File: src/design/codec_audio_format_agc_map.vh
// register indices, field positions, reset values and timing counts of the audio format / agc registers
`ifndef CODEC_AUDIO_FORMAT_AGC_MAP_VH
`define CODEC_AUDIO_FORMAT_AGC_MAP_VH

// register indices; byte address is four times the index
`define IDX_AUDIO_CONTROL_ONE      4'h0
`define IDX_HEADSET_INPUT_GAIN_AGC 4'h1
`define IDX_INPUT_SOURCE_SELECT    4'h3
`define IDX_RESERVED_FILL          4'he
`define IDX_STATUS                 4'h4

// audio_control_one fields
`define HPF_MSB   15
`define HPF_LSB   14
`define WID_MSB   11
`define WID_LSB   10
`define FMT_MSB   9
`define FMT_LSB   8
`define PDIV_MSB  5
`define PDIV_LSB  3
`define RDIV_MSB  2
`define RDIV_LSB  0

// headset_input_gain_agc fields
`define MUTE_BIT  15
`define PGA_MSB   14
`define PGA_LSB   8
`define TG_MSB    7
`define TG_LSB    5
`define TC_MSB    4
`define TC_LSB    1
`define AGCEN_BIT 0

// input source select field
`define SRC_MSB 7
`define SRC_LSB 5

// reset values
`define RST_HPF      2'h0
`define RST_WID      2'h0
`define RST_FMT      2'h0
`define RST_RATE     3'h0
`define RST_MUTE     1'h1
`define RST_PGA      7'h7f
`define RST_TG       3'h0
`define RST_TC       4'h0
`define RST_AGCEN    1'h0
`define RST_SRC      3'h0
`define RST_FILL     8'hff

// right justified frame code
`define FMT_RIGHT     2'h2

// agc time base: one millisecond in system clocks
`define MS_CYCLES     250000

`endif

File: src/design/rate_tick_divider.v
// fractional divider that turns the reference sample tick into a converter sample tick
`timescale 1ns/10ps
`include "codec_audio_format_agc_map.vh"

module rate_tick_divider (
    input  wire       clk_sys_i,    // system clock
    input  wire       reset_i,      // async reset, active high
    input  wire       ref_tick_i,   // one pulse per reference sample
    input  wire [2:0] rate_code_i,  // divider code
    output reg        rate_tick_o   // one pulse per converter sample
);

    reg  [3:0] half_div;            // divisor in half units
    reg  [4:0] acc_reg;
    reg  [4:0] acc_next;
    reg        tick_next;
    wire [4:0] acc_sum;

    // divisor table; 101 and 110 both divide by five
    always @* begin
        case (rate_code_i)
            3'h0:    half_div = 4'h2;
            3'h1:    half_div = 4'h3;
            3'h2:    half_div = 4'h4;
            3'h3:    half_div = 4'h6;
            3'h4:    half_div = 4'h8;
            3'h5:    half_div = 4'ha;
            3'h6:    half_div = 4'ha;
            default: half_div = 4'hc;
        endcase
    end

    // each reference tick adds two halves; divide by 1.5 gives two ticks per three
    assign acc_sum = acc_reg + 5'h2;

    always @* begin
        acc_next  = acc_reg;
        tick_next = 1'b0;
        if (ref_tick_i) begin
            if (acc_sum >= {1'b0, half_div}) begin
                acc_next  = acc_sum - {1'b0, half_div};
                tick_next = 1'b1;
            end else begin
                acc_next = acc_sum;
            end
        end
    end

    always @(posedge clk_sys_i or posedge reset_i) begin
        if (reset_i) begin
            acc_reg     <= 5'h0;
            rate_tick_o <= 1'b0;
        end else begin
            acc_reg     <= acc_next;
            rate_tick_o <= tick_next;
        end
    end

endmodule // rate_tick_divider

File: src/design/codec_audio_format_agc_regs.v
// ahb-lite register bank for audio format, sample rates, headset gain and agc settings
`timescale 1ns/10ps
`include "codec_audio_format_agc_map.vh"

module codec_audio_format_agc_regs #(
    parameter MS_CYCLES = `MS_CYCLES                // clocks per millisecond
) (
    input  wire        clk_sys_i,                   // system clock, 250 MHz
    input  wire        reset_i,                     // async reset, active high
    input  wire        hsel_i,                      // ahb slave select
    input  wire [31:0] haddr_i,                     // ahb address
    input  wire [1:0]  htrans_i,                    // ahb transfer type
    input  wire        hwrite_i,                    // ahb write
    input  wire [2:0]  hsize_i,                     // ahb size, word only
    input  wire [31:0] hwdata_i,                    // ahb write data
    input  wire        hready_i,                    // ahb bus ready
    output wire        hreadyout_o,                 // ahb slave ready
    output wire        hresp_o,                     // ahb response, always okay
    output reg  [31:0] hrdata_o,                    // ahb read data
    input  wire        ref_tick_i,                  // reference sample tick, same clock
    input  wire [7:0]  agc_gain_i,                  // signed gain applied by agc loop
    output wire [1:0]  adc_highpass_select_o,       // highpass corner code
    output wire        highpass_enable_o,           // highpass filter active
    output wire [1:0]  sample_word_width_o,         // word width code
    output reg  [5:0]  sample_bits_o,               // serial sample width in bits
    output wire [1:0]  serial_frame_format_o,       // frame format code
    output wire        format_ratio_invalid_o,      // right justified with bad ratio
    output wire        playback_tick_o,             // dac sample tick
    output wire        record_tick_o,               // adc sample tick
    output wire        headset_path_active_o,       // headset/aux input feeds the adc
    output wire [2:0]  input_source_select_o,       // adc input source code
    output wire        pga_mute_o,                  // mute applied to headset pga by registers
    output wire [6:0]  pga_gain_o,                  // gain applied to headset pga by registers
    output wire        agc_active_o,                // agc loop owns the headset pga
    output reg  [7:0]  auto_gain_target_o,          // target level, signed half-db units
    output wire [3:0]  auto_gain_time_constants_o,  // time constant code
    output reg         attack_tick_o,               // one pulse per attack period
    output reg         decay_tick_o,                // one pulse per decay period
    output wire [7:0]  reserved_fill_byte_o         // stored fill byte
);

    // register storage
    reg [1:0]  hpf_reg;
    reg [1:0]  wid_reg;
    reg [1:0]  fmt_reg;
    reg [2:0]  pdiv_reg;
    reg [2:0]  rdiv_reg;
    reg        mute_reg;
    reg [6:0]  pga_reg;
    reg [2:0]  tg_reg;
    reg [3:0]  tc_reg;
    reg        agcen_reg;
    reg [2:0]  src_reg;
    reg [7:0]  fill_reg;

    // bus pipeline state
    reg        wr_pend_reg;
    reg        rd_pend_reg;
    reg [3:0]  idx_reg;
    reg        mapped_reg;
    reg [15:0] rd_word;

    wire       take;
    wire       addr_mapped;

    // taken when selected, nonseq/seq and the bus is ready
    assign take        = hsel_i & htrans_i[1] & hready_i;
    assign addr_mapped = (haddr_i[31:6] == 26'h0) & (haddr_i[1:0] == 2'h0);
    // reads take one wait state so a preceding write is always visible
    assign hreadyout_o = ~rd_pend_reg;
    assign hresp_o     = 1'b0;

    // address phase capture
    always @(posedge clk_sys_i or posedge reset_i) begin
        if (reset_i) begin
            wr_pend_reg <= 1'b0;
            rd_pend_reg <= 1'b0;
            idx_reg     <= 4'h0;
            mapped_reg  <= 1'b0;
        end else begin
            if (rd_pend_reg) begin
                rd_pend_reg <= 1'b0;
            end else begin
                wr_pend_reg <= take & hwrite_i;
                rd_pend_reg <= take & ~hwrite_i;
                idx_reg     <= haddr_i[5:2];
                mapped_reg  <= addr_mapped;
            end
        end
    end

    // data phase writes; reserved bits are not stored, except the fill byte, which is kept as written
    always @(posedge clk_sys_i or posedge reset_i) begin
        if (reset_i) begin
            hpf_reg   <= `RST_HPF;
            wid_reg   <= `RST_WID;
            fmt_reg   <= `RST_FMT;
            pdiv_reg  <= `RST_RATE;
            rdiv_reg  <= `RST_RATE;
            mute_reg  <= `RST_MUTE;
            pga_reg   <= `RST_PGA;
            tg_reg    <= `RST_TG;
            tc_reg    <= `RST_TC;
            agcen_reg <= `RST_AGCEN;
            src_reg   <= `RST_SRC;
            fill_reg  <= `RST_FILL;
        end else if (wr_pend_reg && mapped_reg) begin
            case (idx_reg)
                `IDX_AUDIO_CONTROL_ONE: begin
                    hpf_reg   <= hwdata_i[`HPF_MSB:`HPF_LSB];
                    wid_reg   <= hwdata_i[`WID_MSB:`WID_LSB];
                    fmt_reg   <= hwdata_i[`FMT_MSB:`FMT_LSB];
                    pdiv_reg  <= hwdata_i[`PDIV_MSB:`PDIV_LSB];
                    rdiv_reg  <= hwdata_i[`RDIV_MSB:`RDIV_LSB];
                end
                `IDX_HEADSET_INPUT_GAIN_AGC: begin
                    // written gain is kept even while the loop owns the pga
                    mute_reg  <= hwdata_i[`MUTE_BIT];
                    pga_reg   <= hwdata_i[`PGA_MSB:`PGA_LSB];
                    tg_reg    <= hwdata_i[`TG_MSB:`TG_LSB];
                    tc_reg    <= hwdata_i[`TC_MSB:`TC_LSB];
                    agcen_reg <= hwdata_i[`AGCEN_BIT];
                end
                `IDX_INPUT_SOURCE_SELECT: begin
                    src_reg <= hwdata_i[`SRC_MSB:`SRC_LSB];
                end
                `IDX_RESERVED_FILL: begin
                    // software is expected to write ones only; the value is kept as written
                    fill_reg <= hwdata_i[15:8];
                end
                default: begin
                    fill_reg <= fill_reg;
                end
            endcase
        end
    end

    // headset path: every source except the handset mic, alone or in a pair
    assign headset_path_active_o = (src_reg != 3'h1) && (src_reg[2:1] != 2'h3);
    assign agc_active_o          = agcen_reg & headset_path_active_o;

    // read mux; reserved bits read zero, except the fill byte, which reads back as stored
    always @* begin
        rd_word = 16'h0;
        case (idx_reg)
            `IDX_AUDIO_CONTROL_ONE: begin
                rd_word = {hpf_reg, 2'h0, wid_reg, fmt_reg, 2'h0, pdiv_reg, rdiv_reg};
            end
            `IDX_HEADSET_INPUT_GAIN_AGC: begin
                if (agc_active_o) begin
                    rd_word = {agc_gain_i, tg_reg, tc_reg, agcen_reg};
                end else begin
                    rd_word = {mute_reg, pga_reg, tg_reg, tc_reg, agcen_reg};
                end
            end
            `IDX_INPUT_SOURCE_SELECT: begin
                rd_word = {8'h0, src_reg, 5'h0};
            end
            `IDX_STATUS: begin
                rd_word = {15'h0, format_ratio_invalid_o};
            end
            `IDX_RESERVED_FILL: begin
                rd_word = {fill_reg, 8'h0};
            end
            default: begin
                rd_word = 16'h0;
            end
        endcase
    end

    // read data registered in the wait cycle; unmapped reads return zero
    always @(posedge clk_sys_i or posedge reset_i) begin
        if (reset_i) begin
            hrdata_o <= 32'h0;
        end else if (rd_pend_reg) begin
            hrdata_o <= mapped_reg ? {16'h0, rd_word} : 32'h0;
        end
    end

    // format and filter outputs
    assign adc_highpass_select_o = hpf_reg;
    assign highpass_enable_o     = (hpf_reg != 2'h0);
    assign sample_word_width_o   = wid_reg;
    assign serial_frame_format_o = fmt_reg;

    // serial sample width decode
    always @* begin
        case (wid_reg)
            2'h0:    sample_bits_o = 6'h10;
            2'h1:    sample_bits_o = 6'h14;
            2'h2:    sample_bits_o = 6'h18;
            default: sample_bits_o = 6'h20;
        endcase
    end

    // right-justified check: divisors in half units must divide one another
    function [3:0] half_div;
        input [2:0] code;
        begin
            case (code)
                3'h0:    half_div = 4'h2;
                3'h1:    half_div = 4'h3;
                3'h2:    half_div = 4'h4;
                3'h3:    half_div = 4'h6;
                3'h4:    half_div = 4'h8;
                3'h5:    half_div = 4'ha;
                3'h6:    half_div = 4'ha;
                default: half_div = 4'hc;
            endcase
        end
    endfunction

    wire [3:0] dac_half = half_div(pdiv_reg);
    wire [3:0] adc_half = half_div(rdiv_reg);
    wire       ratio_int = ((dac_half % adc_half) == 4'h0) || ((adc_half % dac_half) == 4'h0);
    // flagged only; the serial port still runs whatever software chose
    assign format_ratio_invalid_o = (fmt_reg == `FMT_RIGHT) && !ratio_int;

    // converter sample ticks
    rate_tick_divider u_playback_rate (
        .clk_sys_i   (clk_sys_i),
        .reset_i     (reset_i),
        .ref_tick_i  (ref_tick_i),
        .rate_code_i (pdiv_reg),
        .rate_tick_o (playback_tick_o)
    );

    rate_tick_divider u_record_rate (
        .clk_sys_i   (clk_sys_i),
        .reset_i     (reset_i),
        .ref_tick_i  (ref_tick_i),
        .rate_code_i (rdiv_reg),
        .rate_tick_o (record_tick_o)
    );

    // source code, manual pga settings, time constant code and fill byte
    assign input_source_select_o      = src_reg;
    assign pga_mute_o                 = mute_reg;
    assign pga_gain_o                 = pga_reg;
    assign auto_gain_time_constants_o = tc_reg;
    assign reserved_fill_byte_o       = fill_reg;

    // target level in signed half-db units
    always @* begin
        case (tg_reg)
            3'h0:    auto_gain_target_o = 8'hf5;
            3'h1:    auto_gain_target_o = 8'hf0;
            3'h2:    auto_gain_target_o = 8'hec;
            3'h3:    auto_gain_target_o = 8'he8;
            3'h4:    auto_gain_target_o = 8'he4;
            3'h5:    auto_gain_target_o = 8'hde;
            3'h6:    auto_gain_target_o = 8'hd8;
            default: auto_gain_target_o = 8'hd0;
        endcase
    end

    // attack and decay periods in ms, from the system clock so sample rate does not change them
    reg [4:0]  attack_ms;
    reg [8:0]  decay_ms;
    reg [17:0] ms_cnt_reg;
    reg        ms_tick_reg;
    reg [4:0]  att_cnt_reg;
    reg [8:0]  dec_cnt_reg;

    always @* begin
        case (tc_reg[1:0])
            2'h0:    attack_ms = 5'h08;
            2'h1:    attack_ms = 5'h0b;
            2'h2:    attack_ms = 5'h10;
            default: attack_ms = 5'h14;
        endcase
        case (tc_reg[3:2])
            2'h0:    decay_ms = 9'h064;
            2'h1:    decay_ms = 9'h0c8;
            2'h2:    decay_ms = 9'h190;
            default: decay_ms = 9'h1f4;
        endcase
    end

    // millisecond base and period counters; idle while the loop is off
    always @(posedge clk_sys_i or posedge reset_i) begin
        if (reset_i) begin
            ms_cnt_reg    <= 18'h0;
            ms_tick_reg   <= 1'b0;
            att_cnt_reg   <= 5'h0;
            dec_cnt_reg   <= 9'h0;
            attack_tick_o <= 1'b0;
            decay_tick_o  <= 1'b0;
        end else begin
            attack_tick_o <= 1'b0;
            decay_tick_o  <= 1'b0;
            ms_tick_reg   <= 1'b0;
            if (!agc_active_o) begin
                ms_cnt_reg  <= 18'h0;
                att_cnt_reg <= 5'h0;
                dec_cnt_reg <= 9'h0;
            end else begin
                if (ms_cnt_reg == MS_CYCLES[17:0] - 18'h1) begin
                    ms_cnt_reg  <= 18'h0;
                    ms_tick_reg <= 1'b1;
                end else begin
                    ms_cnt_reg <= ms_cnt_reg + 18'h1;
                end
                if (ms_tick_reg) begin
                    // a shortened code takes effect at once; a count already past it wraps on the next millisecond
                    if (att_cnt_reg >= attack_ms - 5'h1) begin
                        att_cnt_reg   <= 5'h0;
                        attack_tick_o <= 1'b1;
                    end else begin
                        att_cnt_reg <= att_cnt_reg + 5'h1;
                    end
                    if (dec_cnt_reg >= decay_ms - 9'h1) begin
                        dec_cnt_reg  <= 9'h0;
                        decay_tick_o <= 1'b1;
                    end else begin
                        dec_cnt_reg <= dec_cnt_reg + 9'h1;
                    end
                end
            end
        end
    end

endmodule // codec_audio_format_agc_regs

File: config.mk
export PLATFORM = sky130hd
export DESIGN_NAME = codec_audio_format_agc_regs
export DESIGN_NICKNAME = d
export VERILOG_FILES = /design/src/design/rate_tick_divider.v /design/src/design/codec_audio_format_agc_regs.v
export VERILOG_INCLUDE_DIRS = /design/src /design/src/design
export SDC_FILE = /design/constraint.sdc
export NUM_CORES = 1
export LEC_CHECK = 0
export BUFFER_PORTS_ARGS = -buffer_cell sky130_fd_sc_hd__buf_2
export CAP_MARGIN = 20
export CELL_PAD_IN_SITES_DETAIL_PLACEMENT = 0
export CELL_PAD_IN_SITES_GLOBAL_PLACEMENT = 1
export CORE_ASPECT_RATIO = 0.75
export CORE_UTILIZATION = 45
export CTS_CLUSTER_DIAMETER = 50
export CTS_CLUSTER_SIZE = 25
export DETAILED_ROUTE_END_ITERATION = 7
export PLACE_DENSITY_LB_ADDON = 0.1
export RECOVER_POWER = 50
export SLEW_MARGIN = 0
export SYNTH_ARGS = -nofsm -noshare
export SYNTH_HDL_FRONTEND = slang
export SYNTH_HIERARCHICAL = 1
export SYNTH_SLANG_ARGS = --single-unit
File: constraint.sdc
create_clock -name clk_sys_i -period 10.1 [get_ports clk_sys_i]
set_clock_uncertainty 0.2 [all_clocks]
set_input_delay 2.02 -clock clk_sys_i [delete_from_list [all_inputs] [get_ports clk_sys_i]]
set_output_delay 2.02 -clock clk_sys_i [all_outputs]
set_load 0.03 [all_outputs]
# After elaboration in Yosys (flattened, before gate mapping)
# Cells that the tools add are included.
[word_totals]
ff_bits = 125
out_inout_bits = 85
elab_cells = 138
[op_classes]
addsub = 9
n_div = 2
order_cmp = 4
n_eq_ne = 33
n_mux = 32
bitwise_logic = 8
n_reduce_logical = 23
[ops]
columns = ["op", "n"]
rows = [
  ["case mux 16 bit (5 select lines)", 1],
  ["case mux 4 bit (6 select lines)", 2],
  ["case mux 6 bit (7 select lines)", 1],
  ["two-way mux 18 bit", 2],
  ["two-way mux 16 bit", 2],
  ["equality test 3 bit, second input constant", 9],
  ["two-way mux 9 bit", 3],
  ["case mux 9 bit (3 select lines)", 1],
  ["zero test 26 bit", 1],
  ["two-way mux 5 bit", 5],
  ["adder 18 x 1 -> 18 bit, second input constant", 1],
  ["equality test 18 bit, second input constant", 1],
  ["equality test 3 x 2 -> 1 bit, second input constant", 6],
  ["case mux 6 bit (3 select lines)", 1],
  ["case mux 5 bit (3 select lines)", 1],
  ["two-way mux 1 bit", 13],
  ["zero test 4 bit", 3],
  ["adder 5 x 2 -> 5 bit, second input constant", 2],
  ["greater-or-equal comparator 5 x 4 -> 1 bit", 2],
  ["subtractor 5 x 4 -> 5 bit", 2],
  ["adder 9 x 1 -> 9 bit, second input constant", 1],
  ["equality test 3 x 1 -> 1 bit, second input constant", 3],
  ["greater-or-equal comparator 9 bit", 1],
  ["zero test 3 bit", 3],
  ["23 further kinds", 44],
]

# Depth between registers and ports, before layout
# Gate-level depths: netlist of run 1.
[logic_depth]
depth_word = 10
ltp_mapped = 22
mapped_depth_nobuf = 22

# Modules after synthesis
# Netlist of run 1, hierarchy kept.
[by_module_without_submodules]
columns = ["mod", "n_inst", "cells_per_inst", "area_per_inst_um2"]
rows = [
  ["codec_audio_format_agc_regs", 1, 616, 6005.8],
  ["rate_tick_divider", 2, 62, 530.5],
]

# Least setup slack after synthesis of run 1
# OpenSTA, ideal clock, no wires.
[synth_timing]
kind = "register to output"
from = "register rdiv_reg[1]"
to = "output port format_ratio_invalid_o"
t_arrival_ns = 4.907
required_time_ns = 7.880
path_slack_ns = 2.973
stages_incl_launch_ff = 21
n_path_buf = 1
cell_sequence = "dfrtp_1 clkbuf_1 xor2_1 o21ai_0 ha_1 a21oi_1 a2bb2oi_1 nor2_1 ha_1 o21a_1 a211oi_1 o32ai_2 o21a_1 inv_1 fa_1 or3_1 a31oi_1 or3b_1 nand4_1 o311ai_2 inv_1"
[synth_between]
elab_chain_cells = 8
[synth_rtl]
columns = ["item", "line_no", "rtl"]
rows = [
  ["start, declared", "codec_audio_format_agc_regs.v:47", "reg [2:0] rdiv_reg;"],
  ["start signal, assigned", "codec_audio_format_agc_regs.v:99", "rdiv_reg <= `RST_RATE;"],
  ["start signal, assigned", "codec_audio_format_agc_regs.v:114", "rdiv_reg <= hwdata_i[`RDIV_MSB:`RDIV_LSB];"],
  ["equality test 3 bit", "codec_audio_format_agc_regs.v:200", "case (code)"],
  ["OR reduction 2 bit (no source line)", "n/a", ""],
  ["case mux 4 bit (6 select lines) *", "codec_audio_format_agc_regs.v:200", ""],
  ["remainder unit 4 x 4 -> 4 bit", "codec_audio_format_agc_regs.v:215", "wire ratio_int = ((dac_half % adc_half) == 4'h0) || ((adc_half % dac_half) == 4'h0);"],
  ["zero test 4 bit", "codec_audio_format_agc_regs.v:215", ""],
  ["logical OR 1 bit *", "codec_audio_format_agc_regs.v:215", ""],
  ["zero test 1 bit *", "codec_audio_format_agc_regs.v:217", "assign format_ratio_invalid_o = (fmt_reg == `FMT_RIGHT) && !ratio_int;"],
  ["logical AND 1 bit *", "codec_audio_format_agc_regs.v:217", ""],
  ["end, declared", "codec_audio_format_agc_regs.v:27", "output wire format_ratio_invalid_o,"],
]
# Every way passes the cells marked *; elsewhere a longest branch is shown, timed or not.

# Worst setup path after layout of run 1
# Same ends and word-level chain as after synthesis.

==> out/metrics.cfg, run 1 <==
[hold_path]
min_from = ms_cnt_reg[0]
hold_path_class = flip-flop to flip-flop

[floorplanning]
core_area_sq_um = 15300
rows = 39
die-area_sq_um = 16200
io-pin-count = 168
die_h_um = 111
start_util_pct = 46.3
die_x_um = 147

[sta]
period_share_pct = 85.3
max_slew.worst_pin.slew_ns = 1.83
slew_headroom_pct = -23.0
setup_viol = 0
setup_tns_ns = 0
rsz0062_at_grt = false
slew_viol_final = 42
max_clock_freq_mhz = 116
period_minus_slack_ns = 8.62
hold_violations = 0
setup_ws_ns = 1.48

[cts]
holdBufCountCts = 0
post_cts.repair.setup_buffers = 0
cts_buffer_depth = 2
cts_buffers = 9
path_clk_slew_ns = 0.08
ctsResizeCount = 0
clock-sinks = 109
cts-root-buf = clkbuf_16
htreeDepth = 3
clk_latency_ns = 0.36
cts_tree = done

[synth]
synth.avg_cell_area_sq_um = 9.55
synth_top_family_by_area = simple AND/OR/NAND/NOR gates
synth.distinct_cells = 68
synth_ff_type = dfrtp_1
syn-cell-area_sq_um = 7070
synthArstFlopShare_pct = 100
synth-seq-cells = 109
synth_simple_gate_area_share_pct = 17.6
postSynthCellCount = 740
ys_seq_area_share_pct = 38.9
synthAdderAreaFrac_pct = 10.2
synth-edff-count = 0
ys_warn_count = 6
synth.area.mux_share_pct = 7.44
synth_compound_area_share_pct = 16.1
synthXorXnorAreaFrac_pct = 3.47

[setup_path]
path_class = flip-flop to output port
slowest_delay_ns = 0.69
crit_top_cell = inv_1
crit_path_start = rdiv_reg[1]
crit_family = compound AO/OA/AOI/OAI gates
crit_buf_inv = 4
crit_fanout = 17
crit_chain = inv_1, or3_1, o21ai_0, ha_1, a21oi_1, a2bb2oi_1, nor2_1, ha_1, o21a_1, a211oi_1, o32ai_2, o21a_1, inv_1, fa_1, nand2b_1, a2111oi_0, nor4_1, o21ai_0, nand4_1, o311ai_2, inv_1, buf_2
cp.required_ns = 7.88
arrival_ns = 6.40
critical_path.slowest_cell = dfrtp_1
start_kind = flip-flop
r2r-start = rdiv_reg[1]
cp-end-kind = output port

[cells_and_area]
fill_cells = 1410
fin_util_pct = 52.9
layout.nets = 989
diodes = 0
area_growth_pct = 14.3
largest_reg_flops = 18
drive_above_1_share_pct = 24.3

[detailed_routing]
drt_iter0_markers = 333
dr.pass1.iters = 5
wl_um = 17200
vias = 5890
routed_via_density = 5.55
drc_errors = 0
ant_nets = 0
wl_per_cell_um = 16.2

[run_status]
status = finished with violations
violations = max-capacitance violations, max-slew violations

[placed_design]
portBuffers = 126
dp_hpwl_um = 12800
gp_congestion = 0.843
pre_cts_slack_ns = 1.96

[global_route]
grt_pass1_vias = 5876
grt_max_degree = 58
grt_pass1_wl_um = 28900
grt_use_total_pct = 22.0
antenna_found_initial = 0
grt.overflow.total = 0

[job]
maxCapViolCount = 1

[power]
p_leak_nw = 4.00
pwr_density_cell_nw_per_um2 = 149
vdd_drop_max_mv = 0.0737

==> final timing paths <==
| path | to | slack (ns) | cells after the start |
|---|---|---|---|
| setup / recovery | format_ratio_invalid_o | 1.48 | 22 |
| hold reg to reg | ms_cnt_reg[0] | 0.27 | 1 |
| min in group asynchronous | u_playback_rate/acc_reg[0] | 1.41 | 2 |
| hold / removal | ms_cnt_reg[0] | 0.27 | 1 |
| max in group asynchronous | idx_reg[2] | 6.34 | 3 |
| setup reg to reg | hrdata_o[0] | 3.79 | 20 |
==> Yosys cell counts, drive strengths merged (11+ instances only) <==
| cell type | count | area (sq um) |
|---|---|---|
| inv | 46 | 173 |
| dfstp | 16 | 420 |
| a21oi | 24 | 124 |
| nor2 | 40 | 150 |
| nand2 | 73 | 274 |
| nand3 | 25 | 125 |
| mux2i | 12 | 120 |
| buf | 26 | 183 |
| o2bb2ai | 16 | 140 |
| o21ai | 42 | 210 |
| ha | 51 | 638 |
| nand2b | 11 | 68.8 |
| xor2 | 17 | 149 |
| nor3 | 11 | 55.1 |
| mux2 | 36 | 405 |
| and3 | 22 | 138 |
| dfrtp | 93 | 2330 |
| clkbuf | 22 | 82.6 |
| xnor2 | 11 | 96.3 |
==> through the flow <==
| step | cells | hold slack, ns | area, sq um | total power, W |
|---|---|---|---|---|
| finish | 1061 | 0.268 | 8080 | 0.00120 |
| global route | 1061 | 0.293 | 8080 | 0.00128 |
| CTS | 1060 | 0.274 | 8080 | 0.00122 |
| global placement | 1044 | 0.246 | 7780 | 0.000829 |
| floorplan | 759 | 0.225 | 7140 | 0.000766 |
| detailed placement | 1044 | 0.256 | 7780 | 0.000842 |
==> report_power, final <==
part | internal, W | switching [W]
Clock | 0.000179 | 0.000189
Combinational | 0.000137 | 0.000203
Sequential | 0.000464 | 0.0000297
Total | 0.000781 | 0.000421
==> worst reg2reg max path, cell delays in order (launching register included) <==
cell and delay (ns):
dfrtp_1 0.69, inv_1 0.26, or3_1 0.39, o21ai_0 0.34
ha_1 0.41, a21oi_1 0.14, a2bb2oi_1 0.22, nor2_1 0.10
ha_1 0.35, o21a_1 0.23, a211oi_1 0.08, o32ai_2 0.42
o21a_1 0.21, inv_1 0.06, fa_1 0.52, or3_1 0.42
a31oi_1 0.18, or3b_1 0.36, nand4_1 0.12, o311ai_2 0.22
o41ai_2 0.28
==> cells in the final DEF (no fill, tap or decap), types with 4 or more instances in the layout <==
| master | count |
|---|---|
| buf_2 | 122 |
| nand2b_1 | 11 |
| nor3b_1 | 4 |
| clkbuf_16 | 9 |
| nor2b_1 | 9 |
| a211oi_1 | 6 |
| a31oi_1 | 8 |
| o21a_1 | 5 |
| inv_1 | 45 |
| clkbuf_1 | 5 |
| o211ai_1 | 7 |
| fa_1 | 4 |
| a21o_1 | 10 |
| nand3_1 | 25 |
| o21ai_0 | 40 |
| xor2_1 | 17 |
| nor2_1 | 40 |
| nor3_1 | 11 |
| a222oi_1 | 6 |
| nand3b_1 | 4 |
| a22oi_1 | 10 |
| mux2i_1 | 12 |
| nand4_1 | 9 |
| nand2_1 | 73 |
| a21oi_1 | 23 |
| dfstp_2 | 16 |
| ha_1 | 51 |
| xnor2_1 | 11 |
| nor4_1 | 10 |
| conb_1 | 21 |
| dfrtp_1 | 93 |
| or2_2 | 5 |
| o2bb2ai_1 | 16 |
| mux2_2 | 36 |
| and3_1 | 22 |
==> layout make-up <==
class / instances / area, sq um / share of cell area [%]
clock buffer: 9 / 225 / 2.79
clock inverter: 7 / 81.3 / 1.01
inverter: 47 / 178 / 2.20
multi-input combinational: 555 / 3940 / 48.8
sequential: 109 / 2750 / 34.0
tap: 205 / 256 / 3.18
timing repair buffer: 129 / 644 / 7.98
==> cells by family (layout without fill, tap and decap cells) <==
family                     Yosys count  count (layout)
muxes                               48              48
buffers and inverters               95             192
AOI/OAI and AO/OA                  161             161
DFF                                109             109
adders and majority gates           55              55
xor gates and xnor gates            28              28
other                                2              21
and+or+nand+nor                    242             242
==> metal layers <==
layer,track usage (%),wire (um),vias to the layer above
met5,0,0,-
met4,5.28,161,0
met3,5.08,866,13
met2,35.8,7990,146
met1,29.7,8210,2883
li1,-,-,2848
No activity file was read; power rests on OpenSTA's default activity.
==> run 2: changes to the inputs <==
Settings changed: CORE_UTILIZATION 45 to 37, PLACE_DENSITY set to 0.78, PLACE_DENSITY_LB_ADDON 0.1 to not set.
Clock period 10.1 ns to 7.1 ns, I/O delays scaled along.
==> run 2 against run 1 <==
The run still ends with max-capacitance violations, max-slew violations left. Cell count up 5.4%. Die area up 21%. Flip-flop and latch count unchanged. Global-route usage down 3.7 points. Register-to-register slack worse by 1.8 ns. Cell area up 2.0%. Clock power up 40%. Setup slack worse by 1.2 ns. Sequential share of layout area down 0.65 points. Non-clock buffer count up 13. Power up 42%. Critical path type unchanged.
==> out/metrics.cfg, run 2 (same netlist as run 1, synthesis figures left out) <==
[run_status]
status = finished with violations
violations = max-capacitance violations, max-slew violations

[floorplanning]
start_util_pct = 38.0  ; -8.3 points
core_area_sq_um = 18600  ; +22%
rows = 43  ; +10%
io-pin-count = 168  ; unchanged
die-area_sq_um = 19700  ; +21%
die_x_um = 162  ; +10%
die_h_um = 122  ; +10%

[power]
power_w = 0.00171  ; +42%
vdd_drop_max_mv = 0.107  ; +45%
p_leak_nw = 3.97  ; -0.66%
pwr_density_cell_nw_per_um2 = 207  ; +39%

[detailed_routing]
met3WireLength_um = 1270  ; +47%
wl_um = 17600  ; +1.9%
top_layer_used = met4
dr.pass1.iters = 5  ; unchanged
ant_nets = 0  ; unchanged
vias = 5871  ; -0.32%
wl_per_cell_um = 15.7  ; -3.3%
drt_iter0_markers = 354  ; +6.3%
drc_errors = 0  ; unchanged
wl_met2_um = 7590  ; -4.9%
wl_met1_um = 8530  ; +3.9%
routed_via_density = 5.25  ; -5.4%

[hold_path]
hold_path_class = flip-flop to flip-flop
min_from = ms_cnt_reg[0]

[cells_and_area]
drive_above_1_share_pct = 24.3  ; about the same
final_common_cell = buf_2
fin_cells = 1118  ; +5.4%
layout.nets = 1002  ; +1.3%
final_cell_mix = 103 x buf_2, 92 x dfrtp_1, 73 x nand2_1, 51 x ha_1, 44 x inv_1
area_growth_pct = 16.6
largest_reg_flops = 18  ; unchanged
fin_util_pct = 44.3  ; -8.6 points
fill_cells = 1873  ; +33%

[cts]
cts-root-buf = clkbuf_16
cts_buffers = 9  ; unchanged
cts_buffer_depth = 2  ; unchanged
htreeDepth = 3  ; unchanged
holdBufCountCts = 0  ; unchanged
path_clk_slew_ns = 0.08  ; about the same
cts_tree = done
clk_latency_ns = 0.36  ; about the same
clock-sinks = 109  ; unchanged

[sta]
rsz0062_at_grt = false
max_clock_freq_mhz = 148
slew_viol_final = 100  ; +140%
period_share_pct = 95.4
slew_headroom_pct = -113  ; -90 points
setup_viol = 0  ; unchanged
hold_violations = 0  ; unchanged
max_slew.worst_pin.slew_ns = 3.20  ; +1.37 ns
period_minus_slack_ns = 6.77
setup_tns_ns = 0  ; unchanged

[job]
maxCapViolCount = 2  ; +1

[global_route]
grt_use_total_pct = 18.3  ; -3.7 points
grt_pass1_wl_um = 28600  ; -1.1%
grt.overflow.total = 0  ; unchanged
grt_max_degree = 62  ; +6.9%
antenna_found_initial = 2  ; +2
grt_pass1_vias = 5526  ; -6.0%

[placed_design]
dp_hpwl_um = 13000  ; +1.8%
placed_cells = 1097  ; +5.1%
gp_congestion = 0.825  ; -2.1%
portBuffers = 126  ; unchanged

[setup_path]
start_kind = flip-flop
cp-end-kind = output port
r2r-start = rdiv_reg[1]
crit_fanout = 8  ; -9
path_class = flip-flop to output port
crit_path_start = rdiv_reg[1]
arrival_ns = 5.15  ; -1.25 ns
cp.required_ns = 5.48  ; -2.40 ns
rrSetupSlack_ns = 2.03  ; -1.76 ns

==> run 2: area by class of cell <==
cell class	instances	area, sq um	share of cell area [%]
Multi-Input combinational cell	555	3990	48.4
Sequential cell	109	2750	33.4
Timing Repair Buffer	142	718	8.72
Tap cell	247	309	3.75
Clock buffer	10	229	2.78
Inverter	47	178	2.16
Clock inverter	6	62.6	0.759
Antenna cell	2	5.00	0.0608
==> run 2: routing by layer <==
layer	vias up	global-route usage [%]
met5	-	0
met4	0	4.19
met3	10	4.97
met2	162	27.9
met1	2823	25.8
li1	2876	-
==> run 2: worst paths after layout <==
path	end	cells past startpoint
setup / recovery	format_ratio_invalid_o	22
hold / removal	ms_cnt_reg[0]	1
setup reg to reg	hrdata_o[0]	21
hold reg to reg	ms_cnt_reg[0]	1
max in group asynchronous	rdiv_reg[1]	3
min in group asynchronous	u_playback_rate/acc_reg[0]	2
==> run 2: timing repair <==
item                                    4_1_cts  5_1_grt
pin swaps                                     1        3
buffers inserted                              1        2
endpoints found under the hold margin         0        0
gates resized for setup                       1       12
endpoints found under the setup margin        1        1
==> run 2: report_power, final <==
part | switching, W | internal, W | total [W]
sequential | 0.0000418 | 0.000660 | 0.000701
clock | 0.000266 | 0.000250 | 0.000516
combinational | 0.000289 | 0.000199 | 0.000489
==> run 2: critical path: stages (launching register included) <==
cell and delay, ns:
dfrtp_2 0.42, inv_2 0.09, or3_1 0.34, o21ai_0 0.13
ha_1 0.33, a21oi_2 0.16, a2bb2oi_2 0.18, nor2_2 0.07
ha_1 0.33, o21a_2 0.17, a211oi_1 0.23, o32ai_2 0.14
nand2_1 0.09, o21a_1 0.14, inv_1 0.06, fa_1 0.45
or3_1 0.39, a31oi_1 0.17, or3b_1 0.35, nand4_1 0.15
o311ai_4 0.16, inv_1 0.09, buf_2 0.19
==> run 2: stage by stage <==
stage               worst slack (ns)  hold slack [ns]  area [sq um]
CTS                           0.0406            0.269          8210
floorplan                      0.573            0.225          7140
global placement               0.368            0.245          7910
finish                         0.326            0.265          8240
detailed placement             0.321            0.257          7910
global route                  0.0330            0.289          8230
